## src/lgt_map.svh

```systemverilog
// Register offsets, field positions and reset values of the lockup guard timer
`ifndef LGT_MAP_SVH
`define LGT_MAP_SVH

// Register byte offsets on the APB side
`define LGT_OFF_CTRL 8'h00
`define LGT_OFF_KICK 8'h04
`define LGT_OFF_CONFIG 8'h08
`define LGT_OFF_DELTA 8'h0C
`define LGT_OFF_PROTECT 8'h10
`define LGT_OFF_COUNT 8'h14
`define LGT_OFF_STATUS 8'h18
`define LGT_OFF_MASK 8'h1C

// Field positions
`define LGT_CTRL_EN_BIT 0
`define LGT_CTRL_DBG_BIT 1
`define LGT_CTRL_CLKSEL_BIT 2
`define LGT_KICK_BIT 0
`define LGT_PROT_BIT 0
`define LGT_CFG_RELOAD_LSB 0
`define LGT_CFG_PSC_LSB 12
`define LGT_EVT_UNDER 0
`define LGT_EVT_WINDOW 1

// Reset values
`define LGT_RST_CTRL 3'h0
`define LGT_RST_RELOAD 12'hFFF
`define LGT_RST_PSC 3'h0
`define LGT_RST_DELTA 12'hFFF
`define LGT_RST_MASK 2'h0

`endif

```

## src/lgt_pkg.sv

```systemverilog
// Types shared by the lockup guard timer files
`default_nettype none
package lgt_pkg;

  // Down-counter value
  typedef logic [11:0] lgt_cnt_t;

  // Control bits, packed in register bit order
  typedef struct packed {
    logic clk_ext;     // Count the external slow crystal
    logic dbg_freeze;  // Hold the count while the core is halted
    logic enable;      // Counting enabled
  } lgt_ctrl_s;

  // Configuration word, packed in register bit order
  typedef struct packed {
    logic [2:0] psc;   // Prescaler divides by two to this power
    lgt_cnt_t reload;  // Value loaded on each accepted reload
  } lgt_cfg_s;

endpackage : lgt_pkg

`default_nettype wire

```

## src/lgt_prescaler.sv

```systemverilog
// Power-of-two prescaler turning slow clock edges into count ticks
`timescale 1ns/100ps
`default_nettype none

module lgt_prescaler (
  input wire logic clk,
  input wire logic rst_n,
  input wire logic restart,
  input wire logic slow_edge,
  input wire logic [2:0] div_sel,
  output logic tick
);

  logic [6:0] cnt_q;    // Slow edges seen since the last tick
  logic [7:0] one_hot;  // Single bit at the division position
  logic [6:0] mask;     // Low bits that must all be set for a tick
  logic done;           // Next slow edge completes a period

  assign one_hot = 8'h01 << div_sel;
  assign mask = one_hot[6:0] - 7'h01;
  assign done = ((cnt_q | ~mask) == 7'h7F);

  // Restart wins so that a reload always opens a full period
  always_ff @(posedge clk or negedge rst_n) begin
    if (!rst_n) begin
      cnt_q <= 7'h00;
      tick <= 1'b0;
    end else if (restart) begin
      cnt_q <= 7'h00;
      tick <= 1'b0;
    end else if (slow_edge) begin
      cnt_q <= done ? 7'h00 : cnt_q + 7'h01;
      tick <= done;
    end else begin
      tick <= 1'b0;
    end
  end

endmodule : lgt_prescaler

`default_nettype wire

```

## src/lgt_lockup_guard_timer.sv

```systemverilog
// Windowed lockup guard timer with APB registers and system reset request
`timescale 1ns/100ps
`default_nettype none
`include "lgt_map.svh"

module lgt_lockup_guard_timer (
  input wire logic pclk,
  input wire logic presetn,
  input wire logic psel,
  input wire logic penable,
  input wire logic pwrite,
  input wire logic [7:0] paddr,
  input wire logic [31:0] pwdata,
  output logic [31:0] prdata,
  output logic pready,
  output logic pslverr,
  input wire logic internal_slow_oscillator,
  input wire logic external_slow_crystal,
  input wire logic debug_halted,
  output logic sys_reset_req,
  output logic irq
);

  // Address match, used by both the read mux and the write strobes
  function automatic logic reg_hit(input logic [7:0] a, input logic [7:0] o);
    return a == o;
  endfunction : reg_hit

  // Pin synchronisers: {halt, crystal, oscillator}
  logic [2:0] pin_s1_q;        // First stage, read only by second
  logic [2:0] pin_s2_q;        // Safe copies of the pins
  logic slow_dly_q;            // Previous level of the selected slow clock

  // Registers
  lgt_pkg::lgt_ctrl_s ctrl_q;
  lgt_pkg::lgt_cfg_s cfg_q;
  lgt_pkg::lgt_cnt_t delta_q;
  lgt_pkg::lgt_cnt_t cnt_q;
  lgt_pkg::lgt_cnt_t cnt_d;
  logic protect_q;             // Configuration locked
  logic [1:0] status_q;        // Sticky events
  logic [1:0] status_d;
  logic [1:0] mask_q;          // Interrupt enables per event

  // Bus decode
  logic setup;
  logic wr_en;
  logic known;
  logic [31:0] rd_mux;
  logic wr_ctrl;
  logic wr_cfg;
  logic wr_delta;
  logic wr_prot;
  logic wr_status;
  logic wr_mask;

  // Counting
  logic slow_lvl;
  logic slow_edge;
  logic dbg_halt;
  logic tick;
  logic run;
  logic kick;
  logic window_bad;
  logic kick_ok;
  logic under;
  logic [1:0] evt;

  // Two flops on every pin before any logic looks at it
  always_ff @(posedge pclk or negedge presetn) begin
    if (!presetn) begin
      pin_s1_q <= 3'h0;
      pin_s2_q <= 3'h0;
      slow_dly_q <= 1'b0;
    end else begin
      pin_s1_q <= {debug_halted, external_slow_crystal,
                   internal_slow_oscillator};
      pin_s2_q <= pin_s1_q;
      slow_dly_q <= slow_lvl;
    end
  end

  // Count clock comes from a slow oscillator, never from pclk
  assign slow_lvl = ctrl_q.clk_ext ? pin_s2_q[1] : pin_s2_q[0];
  assign slow_edge = slow_lvl & ~slow_dly_q;
  assign dbg_halt = pin_s2_q[2];

  // APB decode; writes land on the access edge only
  assign setup = psel & ~penable;
  assign wr_en = psel & penable & pready & pwrite;
  assign known = reg_hit(paddr, `LGT_OFF_CTRL) |
                 reg_hit(paddr, `LGT_OFF_KICK) |
                 reg_hit(paddr, `LGT_OFF_CONFIG) |
                 reg_hit(paddr, `LGT_OFF_DELTA) |
                 reg_hit(paddr, `LGT_OFF_PROTECT) |
                 reg_hit(paddr, `LGT_OFF_COUNT) |
                 reg_hit(paddr, `LGT_OFF_STATUS) |
                 reg_hit(paddr, `LGT_OFF_MASK);
  // Configuration strobes are gated by the protection bit
  assign wr_ctrl = wr_en & reg_hit(paddr, `LGT_OFF_CTRL) & ~protect_q;
  assign wr_cfg = wr_en & reg_hit(paddr, `LGT_OFF_CONFIG) & ~protect_q;
  assign wr_delta = wr_en & reg_hit(paddr, `LGT_OFF_DELTA) & ~protect_q;
  assign wr_prot = wr_en & reg_hit(paddr, `LGT_OFF_PROTECT);
  assign wr_status = wr_en & reg_hit(paddr, `LGT_OFF_STATUS);
  assign wr_mask = wr_en & reg_hit(paddr, `LGT_OFF_MASK);
  assign kick = wr_en & reg_hit(paddr, `LGT_OFF_KICK) &
                pwdata[`LGT_KICK_BIT];

  // Read data; kick register reads as zero
  assign rd_mux =
    reg_hit(paddr, `LGT_OFF_CTRL) ? {29'h0, ctrl_q} :
    reg_hit(paddr, `LGT_OFF_CONFIG) ? {17'h0, cfg_q} :
    reg_hit(paddr, `LGT_OFF_DELTA) ? {20'h0, delta_q} :
    reg_hit(paddr, `LGT_OFF_PROTECT) ? {31'h0, protect_q} :
    reg_hit(paddr, `LGT_OFF_COUNT) ? {20'h0, cnt_q} :
    reg_hit(paddr, `LGT_OFF_STATUS) ? {30'h0, status_q} :
    reg_hit(paddr, `LGT_OFF_MASK) ? {30'h0, mask_q} : 32'h0;

  // Bus answer: one registered wait-free access phase per transfer
  always_ff @(posedge pclk or negedge presetn) begin
    if (!presetn) begin
      pready <= 1'b0;
      pslverr <= 1'b0;
      prdata <= 32'h0;
    end else begin
      pready <= setup;
      pslverr <= setup & ~known;
      if (setup) begin
        prdata <= pwrite ? 32'h0 : rd_mux;
      end
    end
  end

  // Software-written registers
  always_ff @(posedge pclk or negedge presetn) begin
    if (!presetn) begin
      ctrl_q <= `LGT_RST_CTRL;
      cfg_q <= {`LGT_RST_PSC, `LGT_RST_RELOAD};
      delta_q <= `LGT_RST_DELTA;
      protect_q <= 1'b0;
      mask_q <= `LGT_RST_MASK;
    end else begin
      if (wr_ctrl) begin
        ctrl_q <= pwdata[2:0];
      end
      if (wr_cfg) begin
        cfg_q <= pwdata[14:0];
      end
      if (wr_delta) begin
        delta_q <= pwdata[11:0];
      end
      // Protection stays writable so software can unlock it again
      if (wr_prot) begin
        protect_q <= pwdata[`LGT_PROT_BIT];
      end
      if (wr_mask) begin
        mask_q <= pwdata[1:0];
      end
    end
  end

  // Halt freezes the count only when software asked for it
  assign run = ctrl_q.enable & ~(ctrl_q.dbg_freeze & dbg_halt);
  // Reload too early in the period is a violation
  assign window_bad = kick & ctrl_q.enable & (cnt_q > delta_q);
  assign kick_ok = kick & ~window_bad;
  // A reload in the same cycle as the last tick saves the system
  assign under = run & tick & (cnt_q == 12'h000) & ~kick;
  assign evt = {window_bad, under};

  lgt_prescaler u_psc (
    .clk(pclk),
    .rst_n(presetn),
    .restart(kick_ok | ~ctrl_q.enable),
    .slow_edge(slow_edge),
    .div_sel(cfg_q.psc),
    .tick(tick)
  );

  // Next count: idle holds reload, accepted kick reloads, ticks count down
  always_comb begin
    cnt_d = cnt_q;
    if (!ctrl_q.enable || kick_ok) begin
      cnt_d = cfg_q.reload;
    end else if (run && tick && cnt_q != 12'h000) begin
      cnt_d = cnt_q - 12'h001;
    end
  end

  always_ff @(posedge pclk or negedge presetn) begin
    if (!presetn) begin
      cnt_q <= `LGT_RST_RELOAD;
    end else begin
      cnt_q <= cnt_d;
    end
  end

  // Sticky events: a new event wins over a write-one clear
  genvar gi;
  generate
    for (gi = 0; gi < 2; gi++) begin : g_sticky
      assign status_d[gi] = evt[gi] |
        (status_q[gi] & ~(wr_status & pwdata[gi]));
    end
  endgenerate

  // Reset request holds until the system reset comes back to us
  always_ff @(posedge pclk or negedge presetn) begin
    if (!presetn) begin
      status_q <= 2'h0;
      irq <= 1'b0;
      sys_reset_req <= 1'b0;
    end else begin
      status_q <= status_d;
      irq <= |(status_q & mask_q);
      sys_reset_req <= sys_reset_req | under | window_bad;
    end
  end
endmodule : lgt_lockup_guard_timer

`default_nettype wire

```

## config.mk

```make
export PLATFORM = sky130hd
export DESIGN_NAME = lgt_lockup_guard_timer
export DESIGN_NICKNAME = d
export VERILOG_FILES = /design/src/lgt_pkg.sv /design/src/lgt_prescaler.sv /design/src/lgt_lockup_guard_timer.sv
export VERILOG_INCLUDE_DIRS = /design/src
export SDC_FILE = /design/constraint.sdc
export NUM_CORES = 1
export LEC_CHECK = 0
export ABC_AREA = 1
export ABC_CLOCK_PERIOD_IN_PS = 5600
export BUFFER_PORTS_ARGS = -buffer_cell sky130_fd_sc_hd__buf_2
export CAP_MARGIN = 30
export CORE_UTILIZATION = 48
export DETAILED_ROUTE_END_ITERATION = 7
export PLACE_DENSITY_LB_ADDON = 0.2
export SYNTH_ARGS = -nofsm -noshare
export SYNTH_HDL_FRONTEND = slang
export SYNTH_SLANG_ARGS = --single-unit
```

## constraint.sdc

```tcl
create_clock -name pclk -period 5.6 [get_ports pclk]
set_input_delay 1.12 -clock pclk [delete_from_list [all_inputs] [get_ports pclk]]
set_output_delay 1.12 -clock pclk [all_outputs]
set_load 0.01 [all_outputs]
```

==> impl_metrics.toml, run 1 <==
[sta]
fmax_mhz = 346.5
hold_viol_final = 0
tns_ns = 0
rsz0062_at_grt = "false"
timing.max_slew.rel_slack_pct = 37.99
finalSetupViolations = 0
skew_ns = 0.01118
max_slew.worst_pin.slew_ns = 0.9279
finalWorstPathRequiredPeriod_ns = 2.886
fin_worst_hold_slack_ns = 0.3555
layout_worst_path_cycle_share_pct = 51.54
pins_over_slew_limit = 0
post_route_setup_slack_ns = 2.714

[power_and_ir_drop]
cellPowerDensity_mw_per_mm2 = 209.6
fin_total_pwr_mw = 1.073
maximum_vdd_drop_mv = 0.1039
leakagePower_nw = 2.623

[setup_path]
crit_path_cell_trace = "buf_2, inv_1, nand2_1, nor3_2, buf_6, nand2_1, o21ai_0"
worst_path_most_repeated_cell = "sky130_fd_sc_hd__nand2_1"
critical_path_buf_inv_count = 3
critPathMaxFanout = 30
critical_path_arrival_ns = 3.15
critical-path-slowest-cell = "sky130_fd_sc_hd__nor3_2"
crit_path_max_incr_delay_ns = 0.57
timing.setup.critical_path_class = "in -> reg"
critical_path.endpoint_type = "flop"
crit_start_category = "input pin"
cp_top_family = "simple AND/OR/NAND/NOR gates"
worst-endpoint-required_ns = 5.87

[drt]
first_iter_violations = 228
post_drt_via_cell_ratio = 5.141
routed_wire_length_per_instance_um = 13.69
final_antenna_net_count = 0
drcViolationCount = 0
drt_first_pass_iters = 7
drt-total-wl_um = 10800
vias = 4056

[synth]
fraction_of_synthesized_cell_area_taken_by_the_top_area_cell_type_pct = 24.32
mappedNetlistArea_mm2 = 0.004631
synth.top_cells.by_area = "sky130_fd_sc_hd__dfrtp_1 24%, sky130_fd_sc_hd__dfstp_2 20%, sky130_fd_sc_hd__nand2_1 13%"
yosys_register_bits = 81
synth.yosys.warnings = 0
synth_sequential_area_ratio_pct = 44.74
synth_cell_types = 33
avgSynthCellArea_um2 = 7.591
synth.largest_area_cell = "sky130_fd_sc_hd__dfrtp_1"
synthCells = 610

[floorplanning]
die_width_um = 100.2
initial_utilization_pct = 49.88
core_region_area_mm2 = 0.009284
core.rowCount = 35
die_footprint_mm2 = 0.01004
die_height_um = 100.2
floorplan.io_pins = 84

[clock_tree]
path_clk_slew_ns = 0.10
clock_tree.root_cell = "sky130_fd_sc_hd__clkbuf_8"
num_clock_sinks = 81
clock_latency_ns = 0.37
cts-buffers-inserted = 9
clock_path_buffers = 2
postCtsSetupRepairBufs = 0
cts.repair.resized = 0
cts_hold_buffers = 0
h_tree_depth = 3
cts_tree = "yes"

[global_routing]
grt_pass1_wl_um = 18190
grt_max_degree = 51
antenna_violations_before_repair = 0
grt_pass1_vias = 3837
grt.overflow.total = 0
grtUsageTotal_pct = 23.34

[flow_run]
maxCapViolations = 0

[run_status]
outcome = "finished, final reports clean"

[finish]
num-nets-final = 718
areaGrowthSynthToFinish_pct = 10.56
insertedDiodeCount = 0
drive_gt1_share_pct = 16.97

[placement]
numPortBuffers = 49
dp_hpwl_um = 7822
placement.setup.worst_slack_ns = 2.349
place_congestion = 0.8772

[worst_hold_path]
worst_hold_path_class = "reg -> reg"
-- path summary, 6_finish.rpt --
check | from | slack, ns | end | cells past startpoint
worst max-delay path | paddr[0] | 2.71 | cfg_q[6] | 7
worst min-delay path | pin_s1_q[0] | 0.36 | pin_s2_q[0] | 0
worst max register to register | delta_q[11] | 2.96 | u_psc.cnt_q[1] | 11
worst min register to register | pin_s1_q[0] | 0.36 | pin_s2_q[0] | 0
max in group asynchronous | presetn | 4.28 | delta_q[11] | 2
min in group asynchronous | presetn | 0.67 | pslverr | 1
-- metrics by stage --
step | instance area, um2 | utilization, % | std cells
2_1_floorplan | 4691 | - | 626
3_3_place_gp | 4878 | 52.55 | 770
3_5_place_dp | 4932 | 53.13 | 773
4_1_cts | 5120 | 55.15 | 789
5_1_grt | 5120 | 55.15 | 789
6_report | 5120 | 55.15 | 789
-- layout by cell type (no fill, tap or decap), types with 15 or more instances in the layout --
cell,count
sky130_fd_sc_hd__a21oi_1,21
sky130_fd_sc_hd__buf_2,48
sky130_fd_sc_hd__conb_1,17
sky130_fd_sc_hd__dfrtp_1,45
sky130_fd_sc_hd__dfstp_2,36
sky130_fd_sc_hd__ha_1,15
sky130_fd_sc_hd__inv_1,74
sky130_fd_sc_hd__nand2_1,162
sky130_fd_sc_hd__nand3_1,82
sky130_fd_sc_hd__nor2_1,54
sky130_fd_sc_hd__o21ai_0,37
-- Yosys cell counts --
library cell               count
sky130_fd_sc_hd__nand2_1     162
sky130_fd_sc_hd__nand3_1      82
sky130_fd_sc_hd__inv_1        74
sky130_fd_sc_hd__nor2_1       54
sky130_fd_sc_hd__dfrtp_1      45
sky130_fd_sc_hd__o21ai_0      37
sky130_fd_sc_hd__dfstp_2      36
sky130_fd_sc_hd__a21oi_1      21
sky130_fd_sc_hd__buf_4        18
sky130_fd_sc_hd__ha_1         15
sky130_fd_sc_hd__clkbuf_1      9
sky130_fd_sc_hd__nand4_1       9
sky130_fd_sc_hd__o221ai_1      7
sky130_fd_sc_hd__xor2_1        6
sky130_fd_sc_hd__buf_2         3
sky130_fd_sc_hd__buf_6         3
sky130_fd_sc_hd__nand3b_1      3
sky130_fd_sc_hd__nor2_2        3
sky130_fd_sc_hd__nor3_1        3
sky130_fd_sc_hd__o211ai_1      3
sky130_fd_sc_hd__a31oi_1       2
sky130_fd_sc_hd__nand2_2       2
sky130_fd_sc_hd__or2_2         2
sky130_fd_sc_hd__xnor2_1       2
sky130_fd_sc_hd__a211oi_1      1
sky130_fd_sc_hd__a21o_1        1
sky130_fd_sc_hd__a22o_1        1
sky130_fd_sc_hd__buf_1         1
sky130_fd_sc_hd__clkinv_1      1
sky130_fd_sc_hd__conb_1        1
sky130_fd_sc_hd__nor3_2        1
sky130_fd_sc_hd__o21bai_1      1
sky130_fd_sc_hd__o31ai_1       1
-- per-layer routing --
layer  vias up  wire length [um]  GRT usage [%]
met5         -                 0              0
met4         0               155          9.030
met3        15               676          4.526
met2       134              4884          37.09
met1      1878              5082          31.52
li1       2029                 -              -
-- report_power, final --
group,leakage (nW),switching [mW],internal (mW)
clock,0.0899,0.245,0.170
sequential,0.966,0.00245,0.592
combinational,1.57,0.0451,0.0187
total,2.62,0.293,0.780
-- registers in the layout, summed over array words and instances (netlist names), 2 cells and up --
| register | count |
|---|---|
| cfg_q | 15 |
| prdata | 15 |
| cnt_q | 12 |
| delta_q | 12 |
| u_psc.cnt_q | 7 |
| ctrl_q | 3 |
| pin_s1_q | 3 |
| pin_s2_q | 3 |
| mask_q | 2 |
| status_q | 2 |
-- cells by family after synthesis --
kind of cell / count (synthesis) / share of synthesized area (%)
and+or+nand+nor: 321 / 29.56
buffers and inverters: 109 / 10.86
DFF: 81 / 44.74
AOI/OAI and AO/OA: 75 / 9.187
adders and majority gates: 15 / 4.053
xor gates and xnor gates: 8 / 1.513
other: 1 / 0.08098
-- layout make-up --
type,instances,area (um2)
fill,917,4164
multi-input combinational,436,2116
sequential,81,2072
timing repair buffer,52,301.5
inverter,75,281.5
tap,129,161.4
clock buffer,9,123.9
clock inverter,7,63.81
Note: power is estimated with default switching activity, not from simulation.
==> run 2: changes to the inputs <==
Settings changed: ABC_CLOCK_PERIOD_IN_PS 5600 to 2410.
Clock period 5.6 ns to 2.41 ns, I/O delays scaled along.
==> run 2 against run 1 <==
Setup slack worse by 2.5 ns; combinational power grew 140%; utilization grew 0.71 points; total power up 130%; sequential power increased by 130%; die area did not move; via count rose by 0.81%; critical path depth increased by 5; clock power is 130% higher; critical endpoint is now u_psc.cnt_q[2]; largest cell class unchanged; largest power group unchanged.
==> impl_metrics.toml, run 2 (synthesis gave the netlist of run 1 again) <==
[run_status]
outcome = "finished, final reports clean"

[clock_tree]
path_clk_slew_ns = 0.09
cts-buffers-inserted = 9
cts.repair.resized = 0
clock_path_buffers = 2
postCtsSetupRepairBufs = 0
clock_latency_ns = 0.36
clock_tree.root_cell = "sky130_fd_sc_hd__clkbuf_8"
cts_hold_buffers = 0
cts_tree = "yes"
h_tree_depth = 3
num_clock_sinks = 81

[sta]
finalSetupViolations = 0
tns_ns = 0
timing.max_slew.rel_slack_pct = 61.21
finalWorstPathRequiredPeriod_ns = 2.150
max_slew.worst_pin.slew_ns = 0.5796
hold_viol_final = 0
post_route_setup_slack_ns = 0.2604
rsz0062_at_grt = "false"
pins_over_slew_limit = 0
skew_ns = 0.01063
fmax_mhz = 465.2
layout_worst_path_cycle_share_pct = 89.20

[floorplanning]
die_height_um = 100.2
core.rowCount = 35
floorplan.io_pins = 84
initial_utilization_pct = 49.88
die_footprint_mm2 = 0.01004
core_region_area_mm2 = 0.009284
die_width_um = 100.2

[global_routing]
grtUsageTotal_pct = 22.92
grt.overflow.total = 0
grt_max_degree = 36
antenna_violations_before_repair = 0
grt_pass1_wl_um = 17930
grt_pass1_vias = 3741

[setup_path]
crit_path_max_incr_delay_ns = 0.45
timing.setup.critical_path_class = "reg -> reg"
critical_path_arrival_ns = 2.40
critPathMaxFanout = 8
critical_path.endpoint_type = "flop"
critical_path_buf_inv_count = 2
worst-endpoint-required_ns = 2.66
critical-path-slowest-cell = "sky130_fd_sc_hd__dfrtp_1"
crit_start_category = "flop"
cp_top_family = "simple AND/OR/NAND/NOR gates"
crit_path_cell_trace = "inv_1, nand2_1, ha_1, nor2_1, a31oi_1, nand2_1, inv_1, nand2_1, nor2_1, nor2_1, nand3_1, nand2_1"
worst_path_most_repeated_cell = "sky130_fd_sc_hd__nand2_1"

[power_and_ir_drop]
leakagePower_nw = 2.664
fin_total_pwr_mw = 2.475
maximum_vdd_drop_mv = 0.2592
cellPowerDensity_mw_per_mm2 = 477.3

[finish]
mostFrequentLayoutCells = "162 x sky130_fd_sc_hd__nand2_1, 82 x sky130_fd_sc_hd__nand3_1, 74 x sky130_fd_sc_hd__inv_1"
top_regs = "cfg_q x15, prdata x15"
insertedDiodeCount = 0
mostFrequentLayoutCell = "sky130_fd_sc_hd__nand2_1"
num-nets-final = 728
drive_gt1_share_pct = 18.21
areaGrowthSynthToFinish_pct = 12.00

[placement]
place_congestion = 0.8826
dp_hpwl_um = 7823
numPortBuffers = 49
placement.setup.worst_slack_ns = 0.2606

[worst_hold_path]
worst_hold_path_class = "in -> async"

[drt]
post_drt_via_cell_ratio = 5.118
vias = 4089
routed_wire_length_per_instance_um = 13.43
drt_first_pass_iters = 5
final_antenna_net_count = 0
drcViolationCount = 0
first_iter_violations = 254
drt-total-wl_um = 10730

[flow_run]
maxCapViolations = 0
run 2: changes by cell type in the layout (fill, tap and decap cells not counted), sizes merged:
| cell | change |
|---|---|
| buf | +10 |
run 2: path summary, 6_finish.rpt:
path | endpoint | cells after the start | from | slack, ns
setup / recovery | u_psc.cnt_q[2] | 12 | cfg_q[14] | 0.26
hold / removal | pslverr | 1 | presetn | 0.06
setup reg to reg | u_psc.cnt_q[2] | 12 | cfg_q[14] | 0.26
hold reg to reg | pin_s2_q[2] | 0 | pin_s1_q[2] | 0.36
max in group asynchronous | delta_q[9] | 2 | presetn | 1.69
min in group pclk | pin_s1_q[0] | 1 | internal_slow_oscillator | 0.22
run 2: layout make-up:
class	instances	area, um2
repair buffers	62	370.4
multi-input cells	436	2116
clock buffers	9	123.9
fillers	921	4098
well taps	129	161.4
flip-flops and latches	81	2072
clock inverters	7	61.31
inverters	75	281.5
run 2: metal layers:
| layer | track usage [%] | part of all wire, % |
|---|---|---|
| met5 | 0 | 0 |
| met4 | 7.135 | 1.3 |
| met3 | 4.178 | 5.4 |
| met2 | 36.46 | 46 |
| met1 | 31.81 | 47 |
run 2: where the power goes:
group | switching, mW | internal, mW | total, mW
sequential | 0.00561 | 1.37 | 1.38
combinational | 0.106 | 0.0462 | 0.153
clock | 0.551 | 0.392 | 0.942
total | 0.663 | 1.81 | 2.48
run 2: metrics by stage:
stage	instances	util, %	area, um2	hold slack [ns]
4_1_cts	799	55.86	5186	0.06900
3_3_place_gp	783	53.87	5001	0.3326
6_report	799	55.86	5186	0.06317
3_5_place_dp	783	53.87	5001	0.3364
2_1_floorplan	626	-	4691	0.1864
5_1_grt	799	55.86	5186	0.08330
run 2: worst reg2reg max path, delay by kind of cell, from the launching register on:
family	cells	cell delay, ns
buffers and inverters	2	0.26
adders and majority gates	1	0.29
AOI/OAI and AO/OA	1	0.14
DFF	1	0.45
and+or+nand+nor	8	0.93
==> run 3: changes to the inputs <==
Settings changed: CELL_PAD_IN_SITES_DETAIL_PLACEMENT set to 1, CELL_PAD_IN_SITES_GLOBAL_PLACEMENT set to 1, CORE_UTILIZATION 48 to 37, PLACE_DENSITY set to 0.81, PLACE_DENSITY_LB_ADDON 0.2 to not set.
==> run 3 against run 2 <==
Global-route usage shrank 0.71 points; routed wire length grew 23%; total power grew 23%; via count grew 3.4%; largest cell class unchanged.
==> impl_metrics.toml, run 3 (synthesis gave the netlist of run 1 again) <==
[run_status]
outcome = "finished, final reports clean"

[setup_path]
worst_path_most_repeated_cell = "sky130_fd_sc_hd__nand2_1"
critical_path_arrival_ns = 2.38
critical_path.endpoint_type = "flop"
crit_path_cell_trace = "inv_1, ha_1, nand2_1, nor2_2, nand4_1, nand2_1, buf_12, nor2_1, nand2_1, nand3_1"
crit_start_category = "flop"
crit_path_max_incr_delay_ns = 0.40
critPathMaxFanout = 20
timing.setup.critical_path_class = "reg -> reg"
critical-path-slowest-cell = "sky130_fd_sc_hd__dfstp_2"
worst-endpoint-required_ns = 2.69

[power_and_ir_drop]
fin_total_pwr_mw = 3.047
net_switching_power_mw = 0.7074
power.share.combinational_pct = 5.3
pwr-share-seq_pct = 45.4
share_clk_of_total_power_pct = 49.3
cellPowerDensity_mw_per_mm2 = 563.8
internal-power_mw = 2.339
leakagePower_nw = 2.746
maximum_vdd_drop_mv = 0.3384
power.share.switching_pct = 23.22

[drt]
routed_wire_length_per_instance_um = 15.73
vias = 4230
drt-total-wl_um = 13210
drcViolationCount = 0
final_antenna_net_count = 0
post_drt_via_cell_ratio = 5.036
first_iter_violations = 131
drt_first_pass_iters = 4

[finish]
num-nets-final = 730
final_core_util_pct = 44.62
areaGrowthSynthToFinish_pct = 16.70
insertedDiodeCount = 0
top_regs = "cfg_q x15, prdata x15"
nFillCells = 1552
mostFrequentLayoutCells = "162 x sky130_fd_sc_hd__nand2_1, 82 x sky130_fd_sc_hd__nand3_1, 74 x sky130_fd_sc_hd__inv_1"
drive_gt1_share_pct = 18.45
mostFrequentLayoutCell = "sky130_fd_sc_hd__nand2_1"

[clock_tree]
cts_hold_buffers = 0
path_clk_slew_ns = 0.07
postCtsSetupRepairBufs = 0
cts.repair.resized = 0
clock_tree.root_cell = "sky130_fd_sc_hd__clkbuf_16"
cts-buffers-inserted = 9
h_tree_depth = 3
clock_latency_ns = 0.35
clock_path_buffers = 2
num_clock_sinks = 81
cts_tree = "yes"

[global_routing]
grt_pass1_wl_um = 22160
grt_max_degree = 39
grt.overflow.total = 0
antenna_violations_before_repair = 0
grt_pass1_vias = 4481
grtUsageTotal_pct = 22.21

[sta]
pins_over_slew_limit = 0
timing.max_slew.rel_slack_pct = 61.75
fin_worst_hold_slack_ns = 0.06304
fmax_mhz = 475.1
rsz0062_at_grt = "false"
skew_ns = 0.008563
tns_ns = 0
hold_viol_final = 0
post_route_setup_slack_ns = 0.3053
finalSetupViolations = 0
layout_worst_path_cycle_share_pct = 87.33
max_slew.worst_pin.slew_ns = 0.5731
finalWorstPathRequiredPeriod_ns = 2.105

[placement]
numPortBuffers = 49
place_congestion = 0.8816
dp_hpwl_um = 9706
placement.setup.worst_slack_ns = 0.2869

[floorplanning]
die_footprint_mm2 = 0.01297
floorplan.io_pins = 84
initial_utilization_pct = 38.23
core.rowCount = 40
core_region_area_mm2 = 0.01211
die_width_um = 113.9
die_height_um = 113.9

[flow_run]
maxCapViolations = 0

[worst_hold_path]
worst_hold_path_class = "in -> async"
[run 3: metrics by stage]
step | cells | cell area [um2]
4_1_cts | 840 | 5404
6_report | 840 | 5404
3_5_place_dp | 824 | 5077
3_3_place_gp | 824 | 5077
2_1_floorplan | 626 | 4691
5_1_grt | 840 | 5404
[run 3: metal layers]
| layer | global-route usage, % | part of all wire, % | wire [um] |
|---|---|---|---|
| met5 | 0 | 0 | 0 |
| met3 | 4.145 | 4.1 | 537 |
| met1 | 28.06 | 45 | 5889 |
| met2 | 37.80 | 49 | 6509 |
| met4 | 8.312 | 2.1 | 272 |
[run 3: power by group through the flow]
stage | Sequential [mW] | Clock, mW | Combinational, mW
2_1_floorplan | 1.40 | 0 | 0.0904
3_3_place_gp | 1.40 | 0 | 0.157
3_5_place_dp | 1.40 | 0 | 0.164
4_1_cts | 1.38 | 1.54 | 0.165
5_1_grt | 1.38 | 1.59 | 0.185
6_report | 1.38 | 1.50 | 0.162
[run 3: final cells by class]
class / instances / area [um2] / area share [%]
Clock buffer: 9 / 225.2 / 4.168
Timing Repair Buffer: 64 / 397.9 / 7.363
Tap cell: 168 / 210.2 / 3.890
Clock inverter: 7 / 101.3 / 1.875
Sequential cell: 81 / 2072 / 38.34
Multi-Input combinational cell: 436 / 2116 / 39.15
Inverter: 75 / 281.5 / 5.210
[run 3: worst paths after layout]
| path | from | end | slack (ns) | cells past startpoint |
|---|---|---|---|---|
| max | cnt_q[0] | cnt_q[1] | 0.31 | 10 |
| min reg2reg | pin_s1_q[1] | pin_s2_q[1] | 0.35 | 0 |
| max reg2reg | cnt_q[0] | cnt_q[1] | 0.31 | 10 |
| min | presetn | sys_reset_req | 0.06 | 1 |
| min in group pclk | internal_slow_oscillator | pin_s1_q[0] | 0.24 | 1 |
| max in group asynchronous | presetn | delta_q[5] | 1.76 | 2 |
[run 3: worst max-delay path, delay by kind of cell (launching register included)]
family	cells	cell delay [ns]
flops	1	0.40
buf+inv	2	0.38
simple gates	7	0.95
fa+ha+maj	1	0.27
